--- src/rtl/tw_pkg.sv ---
// Constants shared by the two-wire interface block
package tw_pkg;
	// Register addresses on the special-function register port
	localparam logic [7:0] ADDR_DATA = 8'h9a;
	localparam logic [7:0] ADDR_SADDR = 8'h9b;
	localparam logic [7:0] ADDR_CTRL = 8'he8;
	// Reset values
	localparam logic [7:0] RST_DATA = 8'h00;
	localparam logic [7:0] RST_SADDR = 8'h55;
	localparam logic [7:0] RST_CTRL = 8'h00;
	// Control register field positions
	localparam int B_SW_DATA_OUT = 7;
	localparam int B_SW_DATA_DRIVE = 6;
	localparam int B_SW_CLOCK_OUT = 5;
	localparam int B_SW_DATA_IN = 4;
	localparam int B_ROLE = 3;
	localparam int B_SLAVE_RESET = 2;
	localparam int B_SLAVE_DIR = 1;
	localparam int B_BYTE_DONE = 0;
	// Bits of the control register that software may write
	localparam logic [7:0] CTRL_WMASK = 8'hec;
	// Port-select bit inside the SPI control register
	localparam int B_PORT_SELECT = 5;
	// Bits per byte and idle level of the bus lines
	localparam logic [3:0] BITS_PER_BYTE = 4'h8;
	localparam logic PIN_IDLE = 1'b1;
	// Slave protocol states
	typedef enum logic [2:0] {
		S_IDLE,
		S_ADDR,
		S_AACK,
		S_RX,
		S_RACK,
		S_TX,
		S_TACK
	} tw_state_t;
endpackage

--- src/rtl/tw_sync.sv ---
// Three-stage pin synchroniser with agreement filter
`timescale 1ns/10ps
`default_nettype none
module tw_sync
	import tw_pkg::*;
(
	// Clock and reset
	input wire logic clk_sys,
	input wire logic rstn,
	// Pin in, filtered level out
	input wire logic pin,
	output logic level
);
	logic s1_r, s2_r, s3_r, lvl_r;
	logic lvl_nxt;

	// Only the second stage reads the first
	always_comb begin
		lvl_nxt = (s2_r == s3_r) ? s3_r : lvl_r;
	end

	always_ff @(posedge clk_sys or negedge rstn) begin
		if (!rstn) begin
			s1_r <= PIN_IDLE;
			s2_r <= PIN_IDLE;
			s3_r <= PIN_IDLE;
			lvl_r <= PIN_IDLE;
		end else begin
			s1_r <= pin;
			s2_r <= s1_r;
			s3_r <= s2_r;
			lvl_r <= lvl_nxt;
		end
	end

	assign level = lvl_r;
endmodule
`default_nettype wire

--- src/rtl/tw_buf.sv ---
// Two-entry buffer with valid and ready on both sides
`timescale 1ns/10ps
`default_nettype none
module tw_buf #(
	parameter int W = 8
) (
	// Clock and reset
	input wire logic clk_sys,
	input wire logic rstn,
	// Filling side
	input wire logic in_valid,
	output logic in_ready,
	input wire logic [W-1:0] in_data,
	// Draining side
	output logic out_valid,
	input wire logic out_ready,
	output logic [W-1:0] out_data
);
	logic [W-1:0] mem_r [2];
	logic wp_r, rp_r, wp_nxt, rp_nxt;
	logic [1:0] cnt_r, cnt_nxt;
	logic push, pop;

	assign in_ready = (cnt_r != 2'h2);
	assign out_valid = (cnt_r != 2'h0);
	assign out_data = mem_r[rp_r];
	assign push = in_valid && in_ready;
	assign pop = out_valid && out_ready;

	always_comb begin
		wp_nxt = push ? ~wp_r : wp_r;
		rp_nxt = pop ? ~rp_r : rp_r;
		cnt_nxt = cnt_r + {1'b0, push} - {1'b0, pop};
	end

	always_ff @(posedge clk_sys or negedge rstn) begin
		if (!rstn) begin
			wp_r <= 1'b0;
			rp_r <= 1'b0;
			cnt_r <= 2'h0;
		end else begin
			wp_r <= wp_nxt;
			rp_r <= rp_nxt;
			cnt_r <= cnt_nxt;
		end
	end

	// Storage needs no reset; valid gates it
	always_ff @(posedge clk_sys) begin
		if (push) begin
			mem_r[wp_r] <= in_data;
		end
	end
endmodule
`default_nettype wire

--- src/rtl/tw_top.sv ---
// Two-wire interface: software-driven master, hardware slave, register port
`timescale 1ns/10ps
`default_nettype none
// Notes on behaviour
// - The interface shares its clock and data pins with the SPI block, so only one owns them.
// - A zero in bit 5 of the SPI control register hands the shared pins to this interface.
// - Two roles exist: a software-driven master and a hardware slave.
// - In master mode the data-out bit appears on the data pin while data drive is enabled.
// - In master mode the data-drive bit makes the data pin an output when set, input when clear.
// - In master mode the clock-out bit is driven straight onto the clock pin.
// - In master mode with data drive off, the clock latches the data pin into the data-in bit.
// - The role bit selects master when set and slave when clear.
// - In slave mode the interface is held in reset while the slave reset bit is one.
// - In slave mode the direction flag is set while transmitting and clear while receiving.
// - In slave mode the byte-done flag is set after each data byte sent or accepted, not after the address byte or a refused byte.
// - Any access to the data register clears the byte-done flag.
// - The slave address register holds the 7-bit address, resets to 55H and is writable.
// - A written data byte is the next one sent; a read returns the oldest unread byte received.
module tw_top
	import tw_pkg::*;
(
	// Clock and reset
	input wire logic clk_sys,
	input wire logic rstn,
	// Special-function register port
	input wire logic [7:0] sfr_addr,
	input wire logic sfr_wr,
	input wire logic sfr_rd,
	input wire logic [7:0] sfr_wdata,
	output logic [7:0] sfr_rdata,
	// SPI control register, for pin ownership
	input wire logic [7:0] serial_periph_control,
	output logic twi_owns_pins,
	// Shared clock pin, open drain
	input wire logic serial_clock_pin_in,
	output logic serial_clock_pin_out,
	output logic serial_clock_pin_oe,
	// Shared data pin, open drain
	input wire logic serial_data_pin_in,
	output logic serial_data_pin_out,
	output logic serial_data_pin_oe
);
	logic scl_lvl, sda_lvl, scl_prev_r, sda_prev_r;
	logic scl_rise, scl_fall, sda_rise, sda_fall, start_evt, stop_evt;
	logic owns, master, slave_run, dat_acc;
	logic [7:0] ctl_r, ctl_nxt, sadr_r, sadr_nxt, txd_r, txd_nxt, rxd_r, rxd_nxt;
	logic [7:0] rdata_r, rdata_nxt;
	logic rx_full_r, rx_full_nxt;
	tw_state_t state_r, state_nxt;
	logic [7:0] shift_r, shift_nxt;
	logic [3:0] cnt_r, cnt_nxt;
	logic rw_r, rw_nxt, ack_ok_r, ack_ok_nxt, sda_drv_r, sda_drv_nxt;
	logic byte_evt, rx_push;
	logic scl_oe_r, scl_oe_nxt, sda_oe_r, sda_oe_nxt, owns_r;
	logic buf_in_ready, buf_out_valid;
	logic [7:0] buf_out_data;

	tw_sync u_scl_sync (
		.clk_sys(clk_sys),
		.rstn(rstn),
		.pin(serial_clock_pin_in),
		.level(scl_lvl)
	);

	tw_sync u_sda_sync (
		.clk_sys(clk_sys),
		.rstn(rstn),
		.pin(serial_data_pin_in),
		.level(sda_lvl)
	);

	// Received bytes wait here so a slow reader loses none
	tw_buf #(.W(8)) u_rx_buf (
		.clk_sys(clk_sys),
		.rstn(rstn),
		.in_valid(rx_push),
		.in_ready(buf_in_ready),
		.in_data({shift_r[6:0], sda_lvl}),
		.out_valid(buf_out_valid),
		.out_ready(!rx_full_r),
		.out_data(buf_out_data)
	);

	assign scl_rise = scl_lvl && !scl_prev_r;
	assign scl_fall = !scl_lvl && scl_prev_r;
	assign sda_rise = sda_lvl && !sda_prev_r;
	assign sda_fall = !sda_lvl && sda_prev_r;
	// Clock high for two samples, so a data edge landing with the clock rise is no event
	assign start_evt = sda_fall && scl_lvl && scl_prev_r;
	assign stop_evt = sda_rise && scl_lvl && scl_prev_r;
	assign owns = !serial_periph_control[B_PORT_SELECT];
	assign master = ctl_r[B_ROLE];
	assign slave_run = owns && !master && !ctl_r[B_SLAVE_RESET];
	assign dat_acc = (sfr_wr || sfr_rd) && (sfr_addr == ADDR_DATA);

	// Slave protocol engine
	always_comb begin
		state_nxt = state_r;
		shift_nxt = shift_r;
		cnt_nxt = cnt_r;
		rw_nxt = rw_r;
		ack_ok_nxt = ack_ok_r;
		sda_drv_nxt = sda_drv_r;
		byte_evt = 1'b0;
		rx_push = 1'b0;
		if (!slave_run) begin
			state_nxt = S_IDLE;
			sda_drv_nxt = 1'b0;
		end else if (stop_evt) begin
			state_nxt = S_IDLE;
			sda_drv_nxt = 1'b0;
		end else if (start_evt) begin
			state_nxt = S_ADDR;
			cnt_nxt = 4'h0;
			sda_drv_nxt = 1'b0;
		end else begin
			unique case (state_r)
				S_IDLE: begin
				end
				S_ADDR: begin
					if (scl_rise) begin
						shift_nxt = {shift_r[6:0], sda_lvl};
						cnt_nxt = cnt_r + 4'h1;
					end else if (scl_fall && cnt_r == BITS_PER_BYTE) begin
						if (shift_r[7:1] == sadr_r[6:0]) begin
							state_nxt = S_AACK;
							sda_drv_nxt = 1'b1;
							rw_nxt = shift_r[0];
						end else begin
							state_nxt = S_IDLE;
						end
					end
				end
				S_AACK: begin
					if (scl_fall) begin
						cnt_nxt = 4'h0;
						if (rw_r) begin
							state_nxt = S_TX;
							shift_nxt = txd_r;
							sda_drv_nxt = !txd_r[7];
						end else begin
							state_nxt = S_RX;
							sda_drv_nxt = 1'b0;
						end
					end
				end
				S_RX: begin
					if (scl_rise) begin
						shift_nxt = {shift_r[6:0], sda_lvl};
						cnt_nxt = cnt_r + 4'h1;
						if (cnt_r == BITS_PER_BYTE - 4'h1) begin
							rx_push = 1'b1;
							byte_evt = buf_in_ready;
							ack_ok_nxt = buf_in_ready;
						end
					end else if (scl_fall && cnt_r == BITS_PER_BYTE) begin
						// Full buffer answers with a refusal, not a lost byte
						state_nxt = ack_ok_r ? S_RACK : S_IDLE;
						sda_drv_nxt = ack_ok_r;
					end
				end
				S_RACK: begin
					if (scl_fall) begin
						state_nxt = S_RX;
						cnt_nxt = 4'h0;
						sda_drv_nxt = 1'b0;
					end
				end
				S_TX: begin
					if (scl_rise) begin
						cnt_nxt = cnt_r + 4'h1;
						byte_evt = (cnt_r == BITS_PER_BYTE - 4'h1);
					end else if (scl_fall) begin
						if (cnt_r == BITS_PER_BYTE) begin
							state_nxt = S_TACK;
							sda_drv_nxt = 1'b0;
						end else begin
							shift_nxt = {shift_r[6:0], 1'b0};
							sda_drv_nxt = !shift_r[6];
						end
					end
				end
				S_TACK: begin
					if (scl_rise && sda_lvl) begin
						state_nxt = S_IDLE;
					end else if (scl_fall) begin
						state_nxt = S_TX;
						cnt_nxt = 4'h0;
						shift_nxt = txd_r;
						sda_drv_nxt = !txd_r[7];
					end
				end
			endcase
		end
	end

	// Registers, pins and read port
	always_comb begin
		ctl_nxt = ctl_r;
		sadr_nxt = sadr_r;
		txd_nxt = txd_r;
		rxd_nxt = rxd_r;
		rx_full_nxt = rx_full_r;
		rdata_nxt = rdata_r;
		if (sfr_wr && sfr_addr == ADDR_CTRL) begin
			ctl_nxt = (ctl_r & ~CTRL_WMASK) | (sfr_wdata & CTRL_WMASK);
		end
		if (sfr_wr && sfr_addr == ADDR_SADDR) begin
			sadr_nxt = sfr_wdata;
		end
		if (sfr_wr && sfr_addr == ADDR_DATA) begin
			txd_nxt = sfr_wdata;
		end
		if (sfr_rd) begin
			unique case (sfr_addr)
				ADDR_DATA: rdata_nxt = rxd_r;
				ADDR_SADDR: rdata_nxt = sadr_r;
				ADDR_CTRL: rdata_nxt = ctl_r;
				default: rdata_nxt = 8'h00;
			endcase
			if (sfr_addr == ADDR_DATA) begin
				rx_full_nxt = 1'b0;
			end
		end
		if (buf_out_valid && !rx_full_r) begin
			rxd_nxt = buf_out_data;
			rx_full_nxt = 1'b1;
		end
		if (owns && master && !ctl_r[B_SW_DATA_DRIVE] && scl_rise) begin
			ctl_nxt[B_SW_DATA_IN] = sda_lvl;
		end
		ctl_nxt[B_SLAVE_DIR] = (state_nxt == S_TX) || (state_nxt == S_TACK);
		// Set wins over the clear by a data access
		if (byte_evt) begin
			ctl_nxt[B_BYTE_DONE] = 1'b1;
		end else if (dat_acc) begin
			ctl_nxt[B_BYTE_DONE] = 1'b0;
		end
		scl_oe_nxt = owns && master && !ctl_r[B_SW_CLOCK_OUT];
		if (!owns) begin
			sda_oe_nxt = 1'b0;
		end else if (master) begin
			sda_oe_nxt = ctl_r[B_SW_DATA_DRIVE] && !ctl_r[B_SW_DATA_OUT];
		end else begin
			sda_oe_nxt = sda_drv_nxt;
		end
	end

	always_ff @(posedge clk_sys or negedge rstn) begin
		if (!rstn) begin
			state_r <= S_IDLE;
			shift_r <= 8'h00;
			cnt_r <= 4'h0;
			rw_r <= 1'b0;
			ack_ok_r <= 1'b0;
			sda_drv_r <= 1'b0;
			ctl_r <= RST_CTRL;
			sadr_r <= RST_SADDR;
			txd_r <= RST_DATA;
			rxd_r <= RST_DATA;
			rx_full_r <= 1'b0;
			rdata_r <= 8'h00;
			scl_prev_r <= PIN_IDLE;
			sda_prev_r <= PIN_IDLE;
			scl_oe_r <= 1'b0;
			sda_oe_r <= 1'b0;
			owns_r <= 1'b0;
		end else begin
			state_r <= state_nxt;
			shift_r <= shift_nxt;
			cnt_r <= cnt_nxt;
			rw_r <= rw_nxt;
			ack_ok_r <= ack_ok_nxt;
			sda_drv_r <= sda_drv_nxt;
			ctl_r <= ctl_nxt;
			sadr_r <= sadr_nxt;
			txd_r <= txd_nxt;
			rxd_r <= rxd_nxt;
			rx_full_r <= rx_full_nxt;
			rdata_r <= rdata_nxt;
			scl_prev_r <= scl_lvl;
			sda_prev_r <= sda_lvl;
			scl_oe_r <= scl_oe_nxt;
			sda_oe_r <= sda_oe_nxt;
			owns_r <= owns;
		end
	end

	assign sfr_rdata = rdata_r;
	assign twi_owns_pins = owns_r;
	// Open drain: the driven level is always low
	assign serial_clock_pin_out = 1'b0;
	assign serial_data_pin_out = 1'b0;
	assign serial_clock_pin_oe = scl_oe_r;
	assign serial_data_pin_oe = sda_oe_r;
endmodule
`default_nettype wire

--- config.mk ---
export PLATFORM = sky130hd
export DESIGN_NAME = tw_top
export DESIGN_NICKNAME = d
export VERILOG_FILES = /design/src/rtl/tw_pkg.sv /design/src/rtl/tw_sync.sv /design/src/rtl/tw_buf.sv /design/src/rtl/tw_top.sv
export SDC_FILE = /design/constraint.sdc
export NUM_CORES = 1
export LEC_CHECK = 0
export ABC_AREA = 1
export BUFFER_PORTS_ARGS = -buffer_cell sky130_fd_sc_hd__buf_4
export CAP_MARGIN = 20
export CORE_ASPECT_RATIO = 0.75
export CORE_MARGIN = 2
export CORE_UTILIZATION = 45
export DETAILED_ROUTE_END_ITERATION = 8
export PLACE_DENSITY = 0.61
export REMOVE_ABC_BUFFERS = 1
export SETUP_SLACK_MARGIN = 0.1
export SYNTH_ARGS = -nofsm -noshare
export SYNTH_HDL_FRONTEND = slang
export SYNTH_SLANG_ARGS = --single-unit
--- constraint.sdc ---
create_clock -name clk_sys -period 2.9 [get_ports clk_sys]
set_clock_uncertainty 0.1 [all_clocks]
set_input_delay 0.435 -clock clk_sys [delete_from_list [all_inputs] [get_ports clk_sys]]
set_output_delay 0.435 -clock clk_sys [all_outputs]
set_load 0.01 [all_outputs]
==> reports/metrics.csv, run 1 <==
stage,metric,value,unit
outcome,status,completed,
logic_synthesis,post-synth cell types,43,
sta,minimum clock period,2.25,ns
die,die height,89.3,µm
detailed_routing,Vias,3255,
place,detailed placement HPWL,7.22,mm
logic_synthesis,area fraction in compound gates after synthesis,12.3,%
sta,Final Hold Fails,0,
min_path,hold path cells,1,
clocking,Skew-Pair Late Insertion Delay,0.34,ns
cells_and_area,Final Core Density,52.7,%
clocking,Clock Root Buffer,clkbuf_16,
cells_and_area,n_diodes,0,
clocking,clock buffer count from CTS,9,
global_routing,initial antenna violation count,0,
pwr,Psw,798,µW
logic_synthesis,largest family of logic cells by synthesized area,simple AND/OR/NAND/NOR gates,
cells_and_area,layout cells sized above 1,19.4,%
sta,worst slew pin tran,0.521,ns
logic_synthesis,register area share after synthesis,55.0,%
global_routing,GRT overflow,0,
die,# IOs,43,
setup_path,Register-to-Register Setup Slack,0.65,ns
setup_path,critical path's slowest cell,dfrtp_1,
detailed_routing,Routed WL per cell,14.8,µm
min_path,min-delay src,serial_clock_pin_in,
detailed_routing,# DRC,0,
global_routing,global-route wire length before repair,15.6,mm
global_routing,gr usage total,19.5,%
pwr,Sw Ratio,27.0,%
logic_synthesis,Post-synth EDFFs,16,
flow_run,maxcap violations,0,
setup_path,CP max stage delay,0.65,ns
cells_and_area,fin area,0.00502,mm²
detailed_routing,DRT iter0 DRCs,220,
setup_path,worst reg2reg startpoint,state_r[0],
sta,period utilisation layout,77.7,%
pwr,Internal Dissipation,2.15,mW
pwr,Power Dens Cells,588,mW/mm²
cells_and_area,number of fill cells,930,
detailed_routing,Pre-antenna DRT Iters,4,
pwr,Logic pwr share,11.3,%
place,area post-placement,0.00474,mm²
place,routability congestion estimate,0.871,
logic_synthesis,Post-Synthesis Cell Area,0.00437,mm²
pwr,Sequential Power Share,51.5,%
logic_synthesis,main flop type after synthesis,dfrtp_1,
logic_synthesis,Post-Synthesis Cells,482,
detailed_routing,Final ANT Viol Nets,0,
setup_path,critical path class,flip-flop to flip-flop,
die,Placeable Area,0.00954,mm²
clocking,Longest Clk Path Bufs,2,
min_path,Min-Delay Path Class,input port to flip-flop,
logic_synthesis,Post-synth ARST share,82.6,%
place,placed cells,642,
setup_path,CP top delay family,simple AND/OR/NAND/NOR gates,
global_routing,largest net degree at the start of global routing,41,
die,FP Rows,31,
setup_path,Worst EP arrival,2.20,ns
pwr,Clock power frac,37.2,%
sta,Rel. slew slack,65.3,%
setup_path,CP Cell Sequence,nand3_1 > inv_1 > nand3_1 > nor2_1 > inv_1 > nor2_1 > buf_4,
detailed_routing,Routed WL,9.78,mm
sta,final setup fails,0,
clocking,Post-CTS Resized,0,
global_routing,number of global-route vias before repair,3112,
cells_and_area,Layout Cells excl Fill,659,
clocking,CTS Sinks,92,
logic_synthesis,Syn Area/Cell,9.06,µm²
clocking,hold_buf cts,1,
cells_and_area,"commonest non-fill, non-tap cell in the layout",nand2_1,
clocking,CTS H-tree lvls,3,
sta,WHS,0.100,ns
place,port bufs,33,
cells_and_area,most frequent cells in the layout,"nand2_1 (110), dfrtp_1 (62), inv_1 (60), nor2_1 (39), buf_4 (39)",
setup_path,R2R depth,7,
logic_synthesis,post-synthesis mux area share,0.516,%
sta,final setup TNS,0,ns
min_path,worst-case hold path end point,u_scl_sync.s1_r,
sta,Max Fclk,0.444,GHz
detailed_routing,vias per cell,4.94,
die,Die Area,0.0105,mm²
clocking,post-CTS setup buffers,0,
clocking,CTS tree,done,
die,initial core utilization,45.8,%
setup_path,Worst Path Buf+Inv,3,
pwr,Lkg Pwr,2.42,nW
sta,Pins Over Slew Limit,0,
cells_and_area,Layout Nets,556,
setup_path,required time worst endpoint,2.84,ns
logic_synthesis,adder-cell share of the synthesized area,1.60,%
cells_and_area,"Area growth, synth to finish",15.1,%
clocking,Clock transition at path regs,0.07,ns
setup_path,Reg-to-Reg End,u_rx_buf.mem_r[0][6],
logic_synthesis,YS warnings,0,
setup_path,CP max FO,9,
sta,RSZ-0062 raised after global routing,false,
logic_synthesis,Yosys reg bits,92,
logic_synthesis,xor/xnor share of the synthesized area,2.01,%
logic_synthesis,simple-gate area share of the yosys netlist,20.2,%
setup_path,CP Launch Type,flip-flop,
die,Die X,118,µm
setup_path,CP endpoint kind,flip-flop,
pwr,peak supply drop,0.334,mV
-- per-stage QoR --
step / power [mW] / worst slack, ns
final: 2.95 / 0.645
after global placement: 1.87 / 0.726
after CTS: 2.99 / 0.631
after global routing: 3.10 / 0.472
after detailed placement: 1.88 / 0.653
after floorplan: 1.74 / 0.792
-- area by class of cell --
class                   count  area [µm²]  share of cell area, %
repair buffers             40         303                   6.03
clock buffers              10         229                   4.56
well taps                 132         165                   3.29
multi-input cells         309        1610                   32.0
flip-flops and latches     92        2400                   47.8
clock inverters             6        47.5                  0.946
inverters                  70         273                   5.43
-- metal layers --
metal	vias up	track usage [%]	wire, µm
met3	11	4.66	372
met1	1531	28.2	5030
met2	64	29.3	4260
li1	1649	-	-
met5	-	0	0
met4	0	6.13	118
-- cells by family (layout without fill, tap and decap cells) --
group	after synthesis	after routing
AND/OR/NAND/NOR	200	200
flip-flops	92	92
AO/OA/AOI/OAI	89	89
buffers and inverters	82	126
XOR/XNOR	10	10
adder cells (fa/ha/maj)	6	6
multiplexers	2	2
other	1	2
-- synthesized netlist by cell type, drive strengths merged, types with 10 or more instances --
library cell,n,area share (%)
dfstp,14,8.4
nand3,27,3.5
dfrtp,62,36
o211ai,10,2.4
buf,10,1.9
edfxtp,16,11
nor2,42,3.8
inv,69,6.2
nand2,115,10
o21ai,38,4.6
a21oi,26,3.1
nor3,10,1.5
-- power groups by stage --
stage	clock network (mW)	registers, mW	logic, mW
floorplan	0	1.52	0.219
global placement	0	1.54	0.327
detailed placement	0	1.54	0.335
CTS	1.13	1.52	0.338
global route	1.18	1.53	0.392
finish	1.10	1.52	0.334
-- worst max path at each step --
stage,endpoint,cells after the start,slack [ns],startpoint
after floorplan,u_rx_buf.mem_r[1][0],8,0.79,u_sda_sync.level
after global placement,u_rx_buf.mem_r[1][5],7,0.73,state_r[0]
final,u_rx_buf.mem_r[0][6],7,0.65,state_r[0]
after detailed placement,u_rx_buf.mem_r[0][5],7,0.65,state_r[0]
after global routing,u_rx_buf.mem_r[0][2],7,0.47,state_r[0]
after CTS,u_rx_buf.mem_r[0][5],7,0.63,state_r[0]
-- flip-flops by register name, indices dropped and copies added (netlist names), 2 cells and up --
name	cells
u_rx_buf.mem_r	16
ctl_r	8
rxd_r	8
sadr_r	8
sfr_rdata	8
shift_r	8
txd_r	8
cnt_r	4
state_r	3
u_rx_buf.cnt_r	2
No activity file was read; power rests on OpenSTA's default activity.
==> inputs of run 2 (changes only) <==
Settings changed: ABC_AREA 1 to 0, PLACE_DENSITY 0.61 to 0.64.
Clock period 2.9 ns to 1.95 ns, I/O delays scaled along.
==> reports/metrics.csv, run 2 <==
stage,metric,value,unit,change
setup_path,critical path class,flip-flop to flip-flop,,unchanged
setup_path,critical path's slowest cell,dfstp_2,,was dfrtp_1
sta,period utilisation layout,100,%,was 77.7%
sta,Pins Over Slew Limit,0,,unchanged
min_path,Min-Delay Path Class,input port to flip-flop,,unchanged
logic_synthesis,YS warnings,0,,unchanged
sta,final setup fails,3,,was 0
setup_path,Worst EP arrival,2.08,ns,was 2.20 ns
flow_run,maxcap violations,0,,unchanged
logic_synthesis,Post-synth EDFFs,16,,unchanged
cells_and_area,"Area growth, synth to finish",29.0,%,was 15.1%
logic_synthesis,Post-Synthesis Cell Area,0.00443,mm²,was 0.00437 mm²
outcome,failing checks,setup timing,,
clocking,Skew-Pair Late Insertion Delay,0.34,ns,about the same
place,port bufs,33,,unchanged
detailed_routing,Routed WL,10.4,mm,was 9.78 mm
cells_and_area,most frequent cells in the layout,"buf_4 (81), dfrtp_1 (62), nand2_1 (26), mux2_2 (24)",,"was nand2_1 (110), dfrtp_1 (62), inv_1 (60), nor2_1 (39), buf_4 (39)"
setup_path,CP top delay family,flip-flops,,was simple AND/OR/NAND/NOR gates
global_routing,met2 Usage GRT,28.1,%,was 29.3%
die,# IOs,43,,unchanged
global_routing,busiest layer in global routing,met1,,was met2
detailed_routing,DRT iter0 DRCs,174,,was 220
global_routing,largest net degree at the start of global routing,58,,was 41
cells_and_area,Layout Nets,489,,was 556
logic_synthesis,Yosys reg bits,92,,unchanged
logic_synthesis,"top cells by count, synth","dfrtp_1 (62), nand2_1 (28), mux2_2 (25)",,"was nand2_1 (110), dfrtp_1 (62), inv_1 (60)"
logic_synthesis,adder-cell share of the synthesized area,1.58,%,was 1.60%
pwr,peak supply drop,0.524,mV,was 0.334 mV
cells_and_area,n_diodes,0,,unchanged
global_routing,GRT overflow,0,,unchanged
sta,minimum clock period,1.95,ns,was 2.25 ns
detailed_routing,Pre-antenna DRT Iters,5,,was 4
cells_and_area,Final Core Density,59.4,%,was 52.7%
global_routing,number of global-route vias before repair,3140,,was 3112
global_routing,gr usage total,20.3,%,was 19.5%
global_routing,met3 GRT Util,5.08,%,was 4.66%
sta,PnR worst setup slack,-0.00302,ns,was 0.645 ns
place,pre-CTS setup slack,-0.210,ns,was 0.653 ns
setup_path,CP Launch Type,flip-flop,,unchanged
die,FP Rows,31,,unchanged
cells_and_area,Layout Cells excl Fill,592,,was 659
place,placed cells,562,,was 642
clocking,clock buffer count from CTS,9,,unchanged
logic_synthesis,Post-synth ARST share,82.6,%,unchanged
global_routing,initial antenna violation count,0,,unchanged
setup_path,CP Cell Sequence,buf_6 > and2b_1 > a22oi_2 > a311o_1 > buf_12 > mux2_4,,was nand3_1 > inv_1 > nand3_1 > nor2_1 > inv_1 > nor2_1 > buf_4
detailed_routing,# DRC,0,,unchanged
setup_path,Critical Path Sink,shift_r[7],,was u_rx_buf.mem_r[0][6]
pwr,Lkg Pwr,2.50,nW,was 2.42 nW
cells_and_area,fin area,0.00572,mm²,was 0.00502 mm²
setup_path,R2R depth,6,,was 7
place,area post-placement,0.00514,mm²,was 0.00474 mm²
detailed_routing,Final ANT Viol Nets,0,,unchanged
setup_path,Crit path depth,6,,was 7
setup_path,required time worst endpoint,2.07,ns,was 2.84 ns
sta,Max Fclk,0.512,GHz,was 0.444 GHz
global_routing,global-route wire length before repair,16.6,mm,was 15.6 mm
outcome,status,finished with violations,,was completed
cells_and_area,multi-input combinational cell area,0.00199,mm²,was 0.00161 mm²
logic_synthesis,Area contributors post-synth,"dfrtp_1 (35%), edfxtp_1 (11%), dfstp_2 (8.3%), mux2_2 (6.4%), mux2i_1 (3.6%)",,"was dfrtp_1 (36%), edfxtp_1 (11%), nand2_1 (9.5%), dfstp_2 (8.4%), inv_1 (5.2%)"
clocking,CTS tree,done,,unchanged
logic_synthesis,top-area cell type share of the netlist area,35.0,%,was 35.5%
setup_path,Reg-to-Reg End,shift_r[7],,was u_rx_buf.mem_r[0][6]
logic_synthesis,post-synth cell types,65,,was 43
logic_synthesis,post-synthesis mux area share,14.2,%,was 0.516%
sta,RSZ-0062 raised after global routing,true,,was false
logic_synthesis,area fraction in compound gates after synthesis,10.6,%,was 12.3%
clocking,Clock Root Buffer,clkbuf_16,,unchanged
logic_synthesis,main flop type after synthesis,dfrtp_1,,unchanged
cells_and_area,"commonest non-fill, non-tap cell in the layout",buf_4,,was nand2_1
clocking,CTS H-tree lvls,3,,unchanged
logic_synthesis,largest family of logic cells by synthesized area,multiplexers,,was simple AND/OR/NAND/NOR gates
cells_and_area,number of fill cells,787,,was 930
global_routing,GR Layer Usage met1,31.1,%,was 28.2%
logic_synthesis,Post-Synthesis Cells,366,,was 482
cells_and_area,Register Area,0.00240,mm²,unchanged
logic_synthesis,Syn Area/Cell,12.1,µm²,was 9.06 µm²
setup_path,CP max stage delay,0.59,ns,was 0.65 ns
detailed_routing,Vias,3167,,was 3255
detailed_routing,Routed WL per cell,17.5,µm,was 14.8 µm
logic_synthesis,cell accounting for the most synthesized area,dfrtp_1,,unchanged
logic_synthesis,xor/xnor share of the synthesized area,2.57,%,was 2.01%
logic_synthesis,register area share after synthesis,54.2,%,was 55.0%
logic_synthesis,most frequent cell after synthesis,dfrtp_1,,was nand2_1
logic_synthesis,simple-gate area share of the yosys netlist,12.5,%,was 20.2%
setup_path,worst reg2reg startpoint,scl_prev_r,,was state_r[0]
detailed_routing,vias per cell,5.35,,was 4.94
setup_path,CP max FO,8,,was 9
die,die height,89.9,µm,was 89.3 µm
cells_and_area,Largest Register,u_rx_buf.mem_r,,unchanged
die,initial core utilization,46.1,%,was 45.8%
sta,Final Hold Fails,0,,unchanged
min_path,min-delay src,sfr_wdata[4],,was serial_clock_pin_in
place,routability congestion estimate,0.927,,was 0.871
cells_and_area,layout cells sized above 1,42.6,%,was 19.4%
setup_path,CP endpoint kind,flip-flop,,unchanged
clocking,Clock transition at path regs,0.06,ns,was 0.07 ns
setup_path,Worst Path Buf+Inv,2,,was 3
clocking,Longest Clk Path Bufs,2,,unchanged
cells_and_area,Largest register FFs,16,,unchanged
die,Die Area,0.0107,mm²,was 0.0105 mm²
pwr,Power Dens Cells,774,mW/mm²,was 588 mW/mm²
die,Placeable Area,0.00962,mm²,was 0.00954 mm²
place,detailed placement HPWL,7.44,mm,was 7.22 mm
setup_path,Register-to-Register Setup Slack,-0.003,ns,was 0.65 ns
die,Die X,119,µm,was 118 µm
min_path,hold path cells,2,,was 1
clocking,CTS Sinks,92,,unchanged
setup_path,start point of the critical path,scl_prev_r,,was state_r[0]
-- run 2: final cells by class --
| cell class | count | area share (%) |
|---|---|---|
| repair buffers | 95 | 13.9 |
| multi-input cells | 239 | 34.9 |
| inverters | 18 | 1.18 |
| well taps | 132 | 2.89 |
| clock inverters | 7 | 1.18 |
| flip-flops and latches | 92 | 42.0 |
| clock buffers | 9 | 3.94 |
-- run 2: how the worst min path moves through the flow --
stage               slack (ns)       end
floorplan                -0.10  ack_ok_r
global placement           0.1  cnt_r[2]
detailed placement        0.10  cnt_r[2]
CTS                       0.06  txd_r[4]
global route              0.08  txd_r[4]
finish                    0.07  txd_r[4]
-- run 2: what timing repair did --
item	CTS	global route
setup endpoints to repair	31	34
gates resized for setup	28	14
pin swaps	16	15
hold buffers	3	0
setup buffers	8	3
hold endpoints to repair	21	0
cloned	0	0
-- run 2: per-stage QoR --
step / hold WS [ns] / total power [mW] / setup TNS, ns
3_3_place_gp: 0.0973 / 2.63 / -3.00
4_1_cts: 0.0626 / 4.43 / -0.00407
3_5_place_dp: 0.100 / 2.65 / -3.64
5_1_grt: 0.0778 / 4.62 / -0.632
6_report: 0.0720 / 4.43 / -0.00528
2_1_floorplan: -0.103 / 2.38 / -5.88
-- run 2: cell families after synthesis --
logic type,Yosys count
AOI/OAI and AO/OA,70
xor gates and xnor gates,13
adders and majority gates,6
buffers and inverters,36
DFF,92
muxes,55
other,1
and+or+nand+nor,93
-- run 2: where the power goes --
part	total [mW]	switching, mW	internal, mW
registers	2.12	0.0798	2.04
logic	0.596	0.297	0.300
clock network	1.71	0.723	0.986
total	4.43	1.10	3.33
-- run 2: layer usage --
metal / up-vias / share of wire [%] / wire length, µm
met3: 18 / 5.3 / 552
met1: 1579 / 50 / 5190
met4: 0 / 1.7 / 172
li1: 1487 / - / -
met5: - / 0 / 0
met2: 83 / 43 / 4460
